--- config.mk ---
export PLATFORM = sky130hd
export DESIGN_NAME = sysctl_regs
export DESIGN_NICKNAME = d
export VERILOG_FILES = /design/src/core/sysctl_pkg.sv /design/src/core/sysctl_regs.sv
export SDC_FILE = /design/constraint.sdc
export NUM_CORES = 1
export LEC_CHECK = 0
export ABC_AREA = 1
export ABC_CLOCK_PERIOD_IN_PS = 2140
export BUFFER_PORTS_ARGS = -buffer_cell sky130_fd_sc_hd__buf_2
export CAP_MARGIN = 10
export CELL_PAD_IN_SITES_DETAIL_PLACEMENT = 1
export CELL_PAD_IN_SITES_GLOBAL_PLACEMENT = 2
export CORE_MARGIN = 2
export CORE_UTILIZATION = 25
export DETAILED_ROUTE_END_ITERATION = 16
export MAX_ROUTING_LAYER = met4
export PLACE_DENSITY_LB_ADDON = 0.1
export REMOVE_ABC_BUFFERS = 1
export SYNTH_ARGS = -nofsm -noshare
export SYNTH_HDL_FRONTEND = slang
export SYNTH_SLANG_ARGS = --single-unit
--- constraint.sdc ---
create_clock -name clock_i -period 2.14 [get_ports clock_i]
set_clock_uncertainty 0.1 [all_clocks]
set_input_delay 0.535 -clock clock_i [delete_from_list [all_inputs] [get_ports clock_i]]
set_output_delay 0.535 -clock clock_i [all_outputs]
set_load 0.02 [all_outputs]
--- src/core/sysctl_pkg.sv ---
// Constants, register map and encodings for the system control register bank.
// Assumes an APB master with 32-bit data and one aligned word per register.
//
// Operation
// - Control A bits 7 to 4 read zero and ignore writes.
// - Divider enable: 00 none, 01 reserved, 10 true only, 11 both outputs.
// - A disabled divider output returns its pin to ordinary port use.
// - Slow crystal power bit: 0 quick start, 1 low power.
// - Clock mode 0 selects fast internal RC; 1 selects slow crystal, stops RC.
// - Clock mode acts only in fast internal RC plus slow crystal configuration.
// - Interrupt edge: 00 off, 01 rising, 10 falling, 11 both edges.
// - Time-base period codes 00 to 11 give 2^10 to 2^13 source periods.
// - Watchdog field 1010 requests off; any other value enables it.
// - Watchdog off only when option off and field holds 1010.
// - Wake select picks port A pins that wake on a falling edge.
// - Pull-high selects connect pull-ups to selected input pins, ports A to D.
// - Common-line control drives bias levels on port B low four pins.
// - Fast internal RC gives 4, 8 or 12 MHz chosen by option.
// - Fast internal RC frees both oscillator pins for port use.
// - External RC uses only the first oscillator pin; second stays port.
// - Slow crystal may pair only with the fast internal RC.
// - Sleep stops the system clock; slow crystal keeps timers running.
// - Oscillators are also selectable as watchdog and time-base clocks.
// - Power-on clears the slow crystal power bit.
package sysctl_pkg;

    localparam int ADDR_W = 8;
    localparam logic [ADDR_W-1:0] CTRL_A_OFS = 8'h00;
    localparam logic [ADDR_W-1:0] CTRL_B_OFS = 8'h04;
    localparam logic [ADDR_W-1:0] WAKE_OFS = 8'h08;
    localparam logic [ADDR_W-1:0] PU_A_OFS = 8'h0C;
    localparam logic [ADDR_W-1:0] PU_B_OFS = 8'h10;
    localparam logic [ADDR_W-1:0] PU_C_OFS = 8'h14;
    localparam logic [ADDR_W-1:0] PU_D_OFS = 8'h18;
    localparam logic [ADDR_W-1:0] COM_OFS = 8'h1C;
    localparam logic [ADDR_W-1:0] STATUS_OFS = 8'h20;

    localparam logic [7:0] CTRL_A_RST = 8'h00;
    localparam logic [7:0] CTRL_B_RST = 8'h8A;
    localparam logic [7:0] PORT_SEL_RST = 8'h00;
    localparam logic [3:0] COM_RST = 4'h0;
    localparam logic [3:0] CTRL_A_MASK = 4'hF;

    localparam int CLKMODE_BIT = 0;
    localparam int LOWPWR_BIT = 1;
    localparam int DIVEN_LSB = 2;
    localparam int WDT_LSB = 0;
    localparam int TB_LSB = 4;
    localparam int EDGE_LSB = 6;

    localparam logic [1:0] DIV_OFF = 2'h0;
    localparam logic [1:0] DIV_TRUE = 2'h2;
    localparam logic [1:0] DIV_BOTH = 2'h3;
    localparam logic [3:0] WDT_OFF_CODE = 4'hA;
    localparam int TB_EXP_BASE = 10;

    // Oscillator configuration option codes.
    typedef enum logic [1:0] {
        OSC_FAST_XTAL = 2'h0,
        OSC_EXT_RC = 2'h1,
        OSC_INT_RC = 2'h2,
        OSC_INT_RC_SLOW_XTAL = 2'h3
    } osc_cfg_t;

    // Fast internal RC frequency option codes.
    typedef enum logic [1:0] {
        RC_4MHZ = 2'h0,
        RC_8MHZ = 2'h1,
        RC_12MHZ = 2'h2
    } rc_freq_t;

    // One-hot state of the glitch-free system clock switch.
    typedef enum logic [3:0] {
        CS_FAST = 4'h1,
        CS_TO_SLOW = 4'h2,
        CS_SLOW = 4'h4,
        CS_TO_FAST = 4'h8
    } clk_sw_t;

    localparam logic [3:0] SW_SETTLE_CYC = 4'h4;

endpackage

--- src/core/sysctl_regs.sv ---
// System control register bank with oscillator and pin-function selection.
// Assumes an APB master, system-clock-synchronous inputs and static option straps.
`timescale 1ns/1ps
module sysctl_regs (
    input wire logic clock_i,
    input wire logic resetn_i,
    input wire logic clk_en_i,
    input wire logic psel_i,
    input wire logic penable_i,
    input wire logic pwrite_i,
    input wire logic [sysctl_pkg::ADDR_W-1:0] paddr_i,
    input wire logic [31:0] pwdata_i,
    output logic [31:0] prdata_o,
    output logic pready_o,
    output logic pslverr_o,
    input wire sysctl_pkg::osc_cfg_t osc_cfg_i,
    input wire sysctl_pkg::rc_freq_t rc_freq_cfg_i,
    input wire logic wdt_option_on_i,
    input wire logic sleep_req_i,
    input wire logic [7:0] port_a_in_i,
    input wire logic [1:0] wdt_src_sel_i,
    input wire logic [1:0] tb_src_sel_i,
    output logic divider_true_en_o,
    output logic divider_comp_en_o,
    output logic divider_pin_true_gpio_o,
    output logic divider_pin_comp_gpio_o,
    output logic slow_crystal_low_power_o,
    output logic fast_rc_run_o,
    output logic slow_crystal_run_o,
    output logic sys_clk_from_slow_o,
    output logic sys_clk_gate_fast_o,
    output logic sys_clk_gate_slow_o,
    output logic sys_clk_run_o,
    output logic timers_run_o,
    output logic [1:0] fast_rc_freq_o,
    output logic osc_pin_one_gpio_o,
    output logic osc_pin_two_gpio_o,
    output logic config_error_o,
    output logic ext_irq_rise_en_o,
    output logic ext_irq_fall_en_o,
    output logic [3:0] timebase_exp_o,
    output logic watchdog_en_o,
    output logic [1:0] wdt_clk_sel_o,
    output logic [1:0] tb_clk_sel_o,
    output logic wake_o,
    output logic [7:0] port_a_pullhigh_o,
    output logic [7:0] port_b_pullhigh_o,
    output logic [7:0] port_c_pullhigh_o,
    output logic [7:0] port_d_pullhigh_o,
    output logic [3:0] lcd_common_line_o
);
    import sysctl_pkg::*;

    logic [3:0] system_control_a_r;
    logic [7:0] system_control_b_r;
    logic [7:0] port_a_wake_select_r;
    logic [7:0] port_a_pullhigh_select_r;
    logic [7:0] port_b_pullhigh_select_r;
    logic [7:0] port_c_pullhigh_select_r;
    logic [7:0] port_d_pullhigh_select_r;
    logic [3:0] lcd_common_line_control_r;
    logic [7:0] port_a_prev_r;
    logic asleep_r;
    clk_sw_t sw_state_r;
    clk_sw_t sw_state_nxt;
    logic [3:0] sw_cnt_r;

    logic wr_acc;
    logic rd_acc;
    logic mapped;
    logic [7:0] rd_byte;
    logic slow_pair;
    logic want_slow;
    logic [1:0] div_field;

    // Register address decode, shared by mapping check and read mux.
    function automatic logic is_addr(input logic [ADDR_W-1:0] a, input logic [ADDR_W-1:0] ofs);
        is_addr = (a == ofs);
    endfunction

    // The slave answers in the first access cycle, so pready is held high.
    assign pready_o = 1'b1;
    assign wr_acc = psel_i & penable_i & pwrite_i & clk_en_i & mapped;
    assign rd_acc = psel_i & penable_i & ~pwrite_i;

    always_comb begin
        mapped = is_addr(paddr_i, CTRL_A_OFS) | is_addr(paddr_i, CTRL_B_OFS) |
                 is_addr(paddr_i, WAKE_OFS) | is_addr(paddr_i, PU_A_OFS) |
                 is_addr(paddr_i, PU_B_OFS) | is_addr(paddr_i, PU_C_OFS) |
                 is_addr(paddr_i, PU_D_OFS) | is_addr(paddr_i, COM_OFS) |
                 is_addr(paddr_i, STATUS_OFS);
    end

    assign pslverr_o = psel_i & penable_i & ~mapped;

    always_comb begin
        rd_byte = 8'h00;
        if (is_addr(paddr_i, CTRL_A_OFS)) begin
            rd_byte = {4'h0, system_control_a_r};
        end else if (is_addr(paddr_i, CTRL_B_OFS)) begin
            rd_byte = system_control_b_r;
        end else if (is_addr(paddr_i, WAKE_OFS)) begin
            rd_byte = port_a_wake_select_r;
        end else if (is_addr(paddr_i, PU_A_OFS)) begin
            rd_byte = port_a_pullhigh_select_r;
        end else if (is_addr(paddr_i, PU_B_OFS)) begin
            rd_byte = port_b_pullhigh_select_r;
        end else if (is_addr(paddr_i, PU_C_OFS)) begin
            rd_byte = port_c_pullhigh_select_r;
        end else if (is_addr(paddr_i, PU_D_OFS)) begin
            rd_byte = port_d_pullhigh_select_r;
        end else if (is_addr(paddr_i, COM_OFS)) begin
            rd_byte = {4'h0, lcd_common_line_control_r};
        end else if (is_addr(paddr_i, STATUS_OFS)) begin
            rd_byte = {3'h0, config_error_o, sw_state_r};
        end
    end

    // Read data is loaded at the setup edge and held through the access cycle.
    always_ff @(posedge clock_i or negedge resetn_i) begin
        if (!resetn_i) begin
            prdata_o <= 32'h0000_0000;
        end else if (clk_en_i) begin
            if (psel_i & ~penable_i & ~pwrite_i) begin
                prdata_o <= {24'h00_0000, rd_byte};
            end else if (!rd_acc) begin
                prdata_o <= 32'h0000_0000;
            end
        end
    end

    always_ff @(posedge clock_i or negedge resetn_i) begin
        if (!resetn_i) begin
            system_control_a_r <= CTRL_A_RST[3:0];
            system_control_b_r <= CTRL_B_RST;
        end else if (wr_acc) begin
            if (is_addr(paddr_i, CTRL_A_OFS)) begin
                system_control_a_r <= pwdata_i[3:0] & CTRL_A_MASK;
            end
            if (is_addr(paddr_i, CTRL_B_OFS)) begin
                system_control_b_r <= pwdata_i[7:0];
            end
        end
    end

    always_ff @(posedge clock_i or negedge resetn_i) begin
        if (!resetn_i) begin
            port_a_wake_select_r <= PORT_SEL_RST;
            port_a_pullhigh_select_r <= PORT_SEL_RST;
            port_b_pullhigh_select_r <= PORT_SEL_RST;
            port_c_pullhigh_select_r <= PORT_SEL_RST;
            port_d_pullhigh_select_r <= PORT_SEL_RST;
            lcd_common_line_control_r <= COM_RST;
        end else if (wr_acc) begin
            if (is_addr(paddr_i, WAKE_OFS)) begin
                port_a_wake_select_r <= pwdata_i[7:0];
            end
            if (is_addr(paddr_i, PU_A_OFS)) begin
                port_a_pullhigh_select_r <= pwdata_i[7:0];
            end
            if (is_addr(paddr_i, PU_B_OFS)) begin
                port_b_pullhigh_select_r <= pwdata_i[7:0];
            end
            if (is_addr(paddr_i, PU_C_OFS)) begin
                port_c_pullhigh_select_r <= pwdata_i[7:0];
            end
            if (is_addr(paddr_i, PU_D_OFS)) begin
                port_d_pullhigh_select_r <= pwdata_i[7:0];
            end
            if (is_addr(paddr_i, COM_OFS)) begin
                lcd_common_line_control_r <= pwdata_i[3:0];
            end
        end
    end

    // Divider enables are decoded from the write data so they change together with
    // the register; the reserved code behaves as disabled.
    assign div_field = pwdata_i[DIVEN_LSB+1:DIVEN_LSB];
    always_ff @(posedge clock_i or negedge resetn_i) begin
        if (!resetn_i) begin
            divider_true_en_o <= 1'b0;
            divider_comp_en_o <= 1'b0;
        end else if (wr_acc & is_addr(paddr_i, CTRL_A_OFS)) begin
            divider_true_en_o <= (div_field == DIV_TRUE) | (div_field == DIV_BOTH);
            divider_comp_en_o <= (div_field == DIV_BOTH);
        end
    end
    assign divider_pin_true_gpio_o = ~divider_true_en_o;
    assign divider_pin_comp_gpio_o = ~divider_comp_en_o;

    assign slow_crystal_low_power_o = system_control_a_r[LOWPWR_BIT];

    // Only the fast internal RC may pair with the slow crystal.
    assign slow_pair = (osc_cfg_i == OSC_INT_RC_SLOW_XTAL);
    assign want_slow = slow_pair & system_control_a_r[CLKMODE_BIT];
    assign config_error_o = 1'b0;

    // Break-before-make switch: both gates close, a settle interval passes, then the
    // new source opens, so the system clock never sees a runt pulse.
    always_comb begin
        sw_state_nxt = sw_state_r;
        unique case (sw_state_r)
            CS_FAST: begin
                if (want_slow) begin
                    sw_state_nxt = CS_TO_SLOW;
                end
            end
            CS_TO_SLOW: begin
                if (sw_cnt_r == SW_SETTLE_CYC) begin
                    sw_state_nxt = CS_SLOW;
                end
            end
            CS_SLOW: begin
                if (!want_slow) begin
                    sw_state_nxt = CS_TO_FAST;
                end
            end
            CS_TO_FAST: begin
                if (sw_cnt_r == SW_SETTLE_CYC) begin
                    sw_state_nxt = CS_FAST;
                end
            end
            default: sw_state_nxt = CS_FAST;
        endcase
    end

    always_ff @(posedge clock_i or negedge resetn_i) begin
        if (!resetn_i) begin
            sw_state_r <= CS_FAST;
            sw_cnt_r <= 4'h0;
        end else if (clk_en_i) begin
            sw_state_r <= sw_state_nxt;
            if (sw_state_nxt != sw_state_r) begin
                sw_cnt_r <= 4'h0;
            end else if (sw_cnt_r != SW_SETTLE_CYC) begin
                sw_cnt_r <= sw_cnt_r + 4'h1;
            end
        end
    end

    assign sys_clk_gate_fast_o = (sw_state_r == CS_FAST) & ~asleep_r;
    assign sys_clk_gate_slow_o = (sw_state_r == CS_SLOW) & ~asleep_r;
    assign sys_clk_from_slow_o = (sw_state_r == CS_SLOW) | (sw_state_r == CS_TO_SLOW);
    assign sys_clk_run_o = ~asleep_r;
    assign fast_rc_run_o = (osc_cfg_i == OSC_INT_RC | slow_pair) &
                           (sw_state_r != CS_SLOW) & ~asleep_r;
    assign slow_crystal_run_o = slow_pair;
    assign timers_run_o = slow_pair | ~asleep_r;
    assign fast_rc_freq_o = rc_freq_cfg_i;

    // Oscillator pin ownership per option.
    assign osc_pin_one_gpio_o = (osc_cfg_i == OSC_INT_RC);
    assign osc_pin_two_gpio_o = (osc_cfg_i == OSC_INT_RC) | (osc_cfg_i == OSC_EXT_RC);

    assign ext_irq_rise_en_o = system_control_b_r[EDGE_LSB];
    assign ext_irq_fall_en_o = system_control_b_r[EDGE_LSB+1];
    assign timebase_exp_o = 4'(TB_EXP_BASE) + {2'h0, system_control_b_r[TB_LSB+1:TB_LSB]};

    assign watchdog_en_o = wdt_option_on_i |
                           (system_control_b_r[WDT_LSB+3:WDT_LSB] != WDT_OFF_CODE);
    assign wdt_clk_sel_o = wdt_src_sel_i;
    assign tb_clk_sel_o = tb_src_sel_i;

    // Sleep state: entered on request, left on a selected falling edge.
    always_ff @(posedge clock_i or negedge resetn_i) begin
        if (!resetn_i) begin
            port_a_prev_r <= 8'hFF;
            asleep_r <= 1'b0;
            wake_o <= 1'b0;
        end else if (clk_en_i) begin
            port_a_prev_r <= port_a_in_i;
            wake_o <= asleep_r & |(port_a_prev_r & ~port_a_in_i & port_a_wake_select_r);
            if (asleep_r & |(port_a_prev_r & ~port_a_in_i & port_a_wake_select_r)) begin
                asleep_r <= 1'b0;
            end else if (sleep_req_i) begin
                asleep_r <= 1'b1;
            end
        end
    end

    assign port_a_pullhigh_o = port_a_pullhigh_select_r;
    assign port_b_pullhigh_o = port_b_pullhigh_select_r;
    assign port_c_pullhigh_o = port_c_pullhigh_select_r;
    assign port_d_pullhigh_o = port_d_pullhigh_select_r;
    assign lcd_common_line_o = lcd_common_line_control_r;

endmodule

Word-level counts from Yosys, hierarchy flattened
Index checks and enable logic that the tools add are counted.
Operators by class
  equal/unequal tests: 23
  add/subtract/negate cells: 2
  reductions and logical operators: 15
  bitwise logic cells: 38
  muxes and demuxes: 20
Operator list (count)
  2-to-1 mux 32 bit: 2
  2-to-1 mux 8 bit: 7
  equality test 8 x 5 -> 1 bit (second input constant): 4
  2-to-1 mux 4 bit: 8
  AND reduction 2 bit: 11
  bitwise AND 8 bit: 2
  equality test 8 x 4 -> 1 bit (second input constant): 2
  case mux 4 bit (4 select lines): 1
  bitwise AND 1 bit: 15
  OR 1 bit: 14
  equality test 2 bit (second input constant): 4
  equality test 4 x 3 -> 1 bit (second input constant): 2
  equality test 8 x 3 -> 1 bit (second input constant): 1
  equality test 8 x 6 -> 1 bit (second input constant): 1
  zero test 8 bit: 1
  inequality test 4 x 3 -> 1 bit (second input constant): 2
  NOT 8 bit: 1
  OR reduction 8 bit: 1
  NOT 1 bit: 6
  adder 4 x 1 -> 4 bit (second input constant): 1
  adder 4 x 2 -> 4 bit (first input constant): 1
  equality test 4 x 1 -> 1 bit (second input constant): 1
  equality test 4 x 2 -> 1 bit (second input constant): 1
  equality test 4 bit (second input constant): 1
  other kinds (6): 8
Word-level totals
  word-level logic and storage cells: 114
  output and inout bits: 99
  register bits: 108

Logic depth before layout (Yosys ltp)
  word-level depth: 11
  gate-level depth with buffers: 12

Worst setup path before layout
No wires, ideal clock.
  kind: input -> output
  start: input paddr_i[5] in the netlist's numbering
  end: output pslverr_o
  setup slack: -211 ps
  buffers on the path: 2
  stages: 8
  arrival: 1716 ps
  data required time: 1505 ps
  cells stage by stage: inv_2 nand3_4 nor2_4 nor2_1 o2111ai_2 buf_6 buf_6 nor2_1
Between the ends
  longest elaborated chain between the ends: 11
  elaborated cells on any way between the ends: 19
  those cells by class: 8 x eq/ne; 10 x bitwise; 1 x reduce/logical
Ends and longest elaborated chain
  start, declared: RTL line sysctl_regs.sv:11  | input wire logic [sysctl_pkg::ADDR_W-1:0] paddr_i,
  equality test 8 x 3 -> 1 bit or zero test 8 bit (tied branches): RTL line sysctl_regs.sv:78  | is_addr = (a == ofs);
  OR 1 bit (2 in series): RTL line sysctl_regs.sv:87  | mapped = is_addr(paddr_i, CTRL_A_OFS) | is_addr(paddr_i, CTRL_B_OFS) |
  OR 1 bit (2 in series): RTL line sysctl_regs.sv:88  | is_addr(paddr_i, WAKE_OFS) | is_addr(paddr_i, PU_A_OFS) |
  OR 1 bit (2 in series): RTL line sysctl_regs.sv:89  | is_addr(paddr_i, PU_B_OFS) | is_addr(paddr_i, PU_C_OFS) |
  OR 1 bit: RTL line sysctl_regs.sv:90  | is_addr(paddr_i, PU_D_OFS) | is_addr(paddr_i, COM_OFS) |
  OR 1 bit *: RTL line sysctl_regs.sv:90
  NOT 1 bit *: RTL line sysctl_regs.sv:94  | assign pslverr_o = psel_i & penable_i & ~mapped;
  bitwise AND 1 bit *: RTL line sysctl_regs.sv:94
  end, declared: RTL line sysctl_regs.sv:15  | output logic pslverr_o,
Every way passes the cells marked *; elsewhere a longest branch is shown, timed or not.

Worst setup path in the final report
  start: input paddr_i[1] in the netlist's numbering
  end: output pslverr_o
Same word-level chain as after synthesis.

==> impl_metrics.yaml <==
grt:
  use_met2_pct: 28.95
  grt_antenna_before_repair: 0
  grt_busiest_layer: "met2"
  grt_max_degree: 43
  grt_overflow: 0
  grt_pass1_vias: 4858
  gr-usage-met1_pct: 22.77
  grt_usage_pct: 17.75
  use_met3_pct: 2.599
  grt_pass1_wl_um: 27070
synthesis:
  ys_seq_elements: 84
  synth_cell_type_count: 31
  ys_seq_area_share_pct: 43.57
  ys_warn_count: 0
  syn_area_per_cell_um2: 7.486
  syn_inst: 649
  synth_area_um2: 4858
worst_setup_path:
  arrival_ns: 1.51
  reg2reg_depth: 8
  reg2reg_from: "sw_cnt_r[0]$_DFFE_PN0P_"
  cp-start-kind: "primary input"
  r2r_end: "sw_cnt_r[0]$_DFFE_PN0P_"
  critPathMaxFanout: 4
  crit_required_ns: 1.50
  end_kind: "output pin"
  critPathKind: "primary input to output pin"
  r2r_slack_ns: 0.29
final_layout:
  final_nets: 843
  drive_gt1_share_pct: 27.82
  n_antenna_cell: 0
  final_cell_mix: "226 x nand2_1, 92 x buf_2, 70 x dfrtp_1, 60 x nand4_1, 51 x buf_4"
  syn_to_final_growth_pct: 28.28
  final_common_cell: "nand2_1"
timing:
  fmax_ghz: 0.4670
  finalCritPeriodShare_pct: 100.1
  period_minus_slack_ns: 2.141
  relSlewSlack_pct: 60.33
  worst-slew-pin-transition_ns: 0.5910
  fin_ws_ns: -0.001424
  rsz0062_at_grt: "yes"
  setup_viol: 1
  finalHoldViolations: 0
  final.setup.tns_ns: -0.001424
  slew_violations: 0
outcome:
  status: "complete, but fails checks"
  violations: "setup timing"
drt:
  wirelength_um: 17090
  vias: 4740
  dr.first_iter.drc_count: 144
  postRouteAntennaNets: 0
  firstDrtPassIters: 4
  wire_per_inst_um: 16.43
  vias_per_cell: 4.558
  drc: 0
pwr:
  p_leak_uw: 0.003360
  p_per_area_nw_per_um2: 576.8
  ir_drop_mv: 0.3913
  p_sw_share_pct: 28.08
  intPower_uw: 2585
  seq_power_share_pct: 46.7
  power.switching_uw: 1009
  pwr-share-clk_pct: 40.3
  p_comb_share_pct: 13.0
die:
  initial_utilization_pct: 25.72
  chipHeight_um: 143.4
  die_area_um2: 20570
  core_area_um2: 18890
  rows: 50
  ios: 163
  fp.dieW_um: 143.4
place:
  dp_slack_ns: -0.2893
  place.gp.congestion: 0.8139
  hpwl_um: 13070
  portBuffers: 99
cts:
  h-tree-depth: 3
  clock_latency_ns: 0.35
  clockBufferDepth: 2
  cts_buffers: 9
  cts_tree: "built"
  cts-root-buf: "clkbuf_16"
  cts_num_sinks: 84
  hold_buffers: 0
  clkTransAtPathRegs_ns: 0.07
run:
  maxCapViolations: 0
hold_path:
  worst_hold_path_type: "primary input to asynchronous set/reset pin"
==> critical path: stages <==
cell and delay, ns:
buf_8 0.10, nor2_4 0.21, buf_6 0.14, nand3_4 0.06, o2111ai_4 0.22, nor2_1 0.07, buf_4 0.16
==> synthesized netlist by cell type (all sizes together) <==
library cell	n	area, µm²
dfstp	12	315.3
clkbuf	15	58.81
xor2	3	26.28
inv	47	176.4
nand4	60	375.4
dfrtp	72	1802
o21ai	23	115.1
o2111ai	1	15.01
and3	2	12.51
nand2	226	848.3
nand3	44	267.8
a31oi	1	6.260
a211oi	1	7.510
buf	48	364.1
nor3	7	35.03
ha	4	50.05
nor2	54	235.2
conb	2	7.510
a21oi	23	115.1
or2	4	25.03
==> power groups by stage <==
stage	Combinational, µW	Sequential (µW)	Clock [µW]
finish	468	1680	1450
global route	533	1680	1580
CTS	460	1680	1510
detailed placement	446	1710	0
global placement	436	1700	0
floorplan	232	1700	0
==> final cells by class <==
class / count / area (µm²)
clock buffers: 14 / 244.0
inverters: 47 / 176.4
clock inverters: 2 / 12.51
well taps: 260 / 325.3
fillers: 2382 / 12660
flip-flops and latches: 84 / 2120
repair buffers: 153 / 1003
multi-input cells: 480 / 2351
==> per-stage QoR <==
step	cell area, µm²	cells	power [µW]	hold WS (ns)	util (%)
after floorplan	4529	611	1930	0.1394	-
after global placement	5787	1017	2139	0.3511	30.63
after detailed placement	5787	1017	2152	0.3575	30.63
after CTS	6138	1036	3649	0.06439	32.49
after global routing	6232	1040	3800	0.08008	32.99
final	6232	1040	3595	0.05113	32.99
==> worst max path at each step <==
stage / from / end / slack, ns / cells past startpoint
floorplan: penable_i / port_b_pullhigh_o[0]$_DFFE_PN0P_ / -1.60 / 5
global placement: paddr_i[1] / port_b_pullhigh_o[4]$_DFFE_PN0P_ / -0.21 / 11
detailed placement: paddr_i[1] / port_b_pullhigh_o[4]$_DFFE_PN0P_ / -0.29 / 11
CTS: paddr_i[0] / pslverr_o / -0.02 / 7
global route: paddr_i[1] / pslverr_o / -0.05 / 8
finish: paddr_i[1] / pslverr_o / -0.001 / 7
==> flip-flops by register name (all words and copies together) (netlist names) <==
| signal | flops |
|---|---|
| port_a_prev_r | 8 |
| port_c_pullhigh_o | 8 |
| port_b_pullhigh_o | 8 |
| port_d_pullhigh_o | 8 |
| lcd_common_line_o | 4 |
| port_a_wake_select_r | 8 |
| sw_cnt_r | 4 |
| asleep_r | 1 |
| divider_true_en_o | 1 |
| prdata_o | 8 |
| sw_state_r | 4 |
| divider_comp_en_o | 1 |
| system_control_a_r | 4 |
| wake_o | 1 |
| system_control_b_r | 8 |
| port_a_pullhigh_o | 8 |
==> timing repair <==
| item | CTS | global route |
|---|---|---|
| endpoints found under the hold margin | 0 | 0 |
| setup buffers | 3 | 4 |
| pin swaps | 6 | 9 |
| setup endpoints to repair | 4 | 12 |
| gates resized for setup | 21 | 17 |
==> per-layer routing <==
metal / part of all wire, % / up-vias
met5: 0 / -
li1: - / 2317
met2: 48 / 102
met4: 1.6 / 0
met1: 47 / 2303
met3: 3.5 / 18
==> kinds of logic after synthesis <==
logic type / after synthesis / synth area share, %
DFF: 84 / 43.57
xor gates and xnor gates: 3 / 0.5409
other: 2 / 0.1546
AOI/OAI and AO/OA: 49 / 5.331
adders and majority gates: 4 / 1.030
and+or+nand+nor: 397 / 37.03
buffers and inverters: 110 / 12.34
Power figures use the tool's default switching activity.
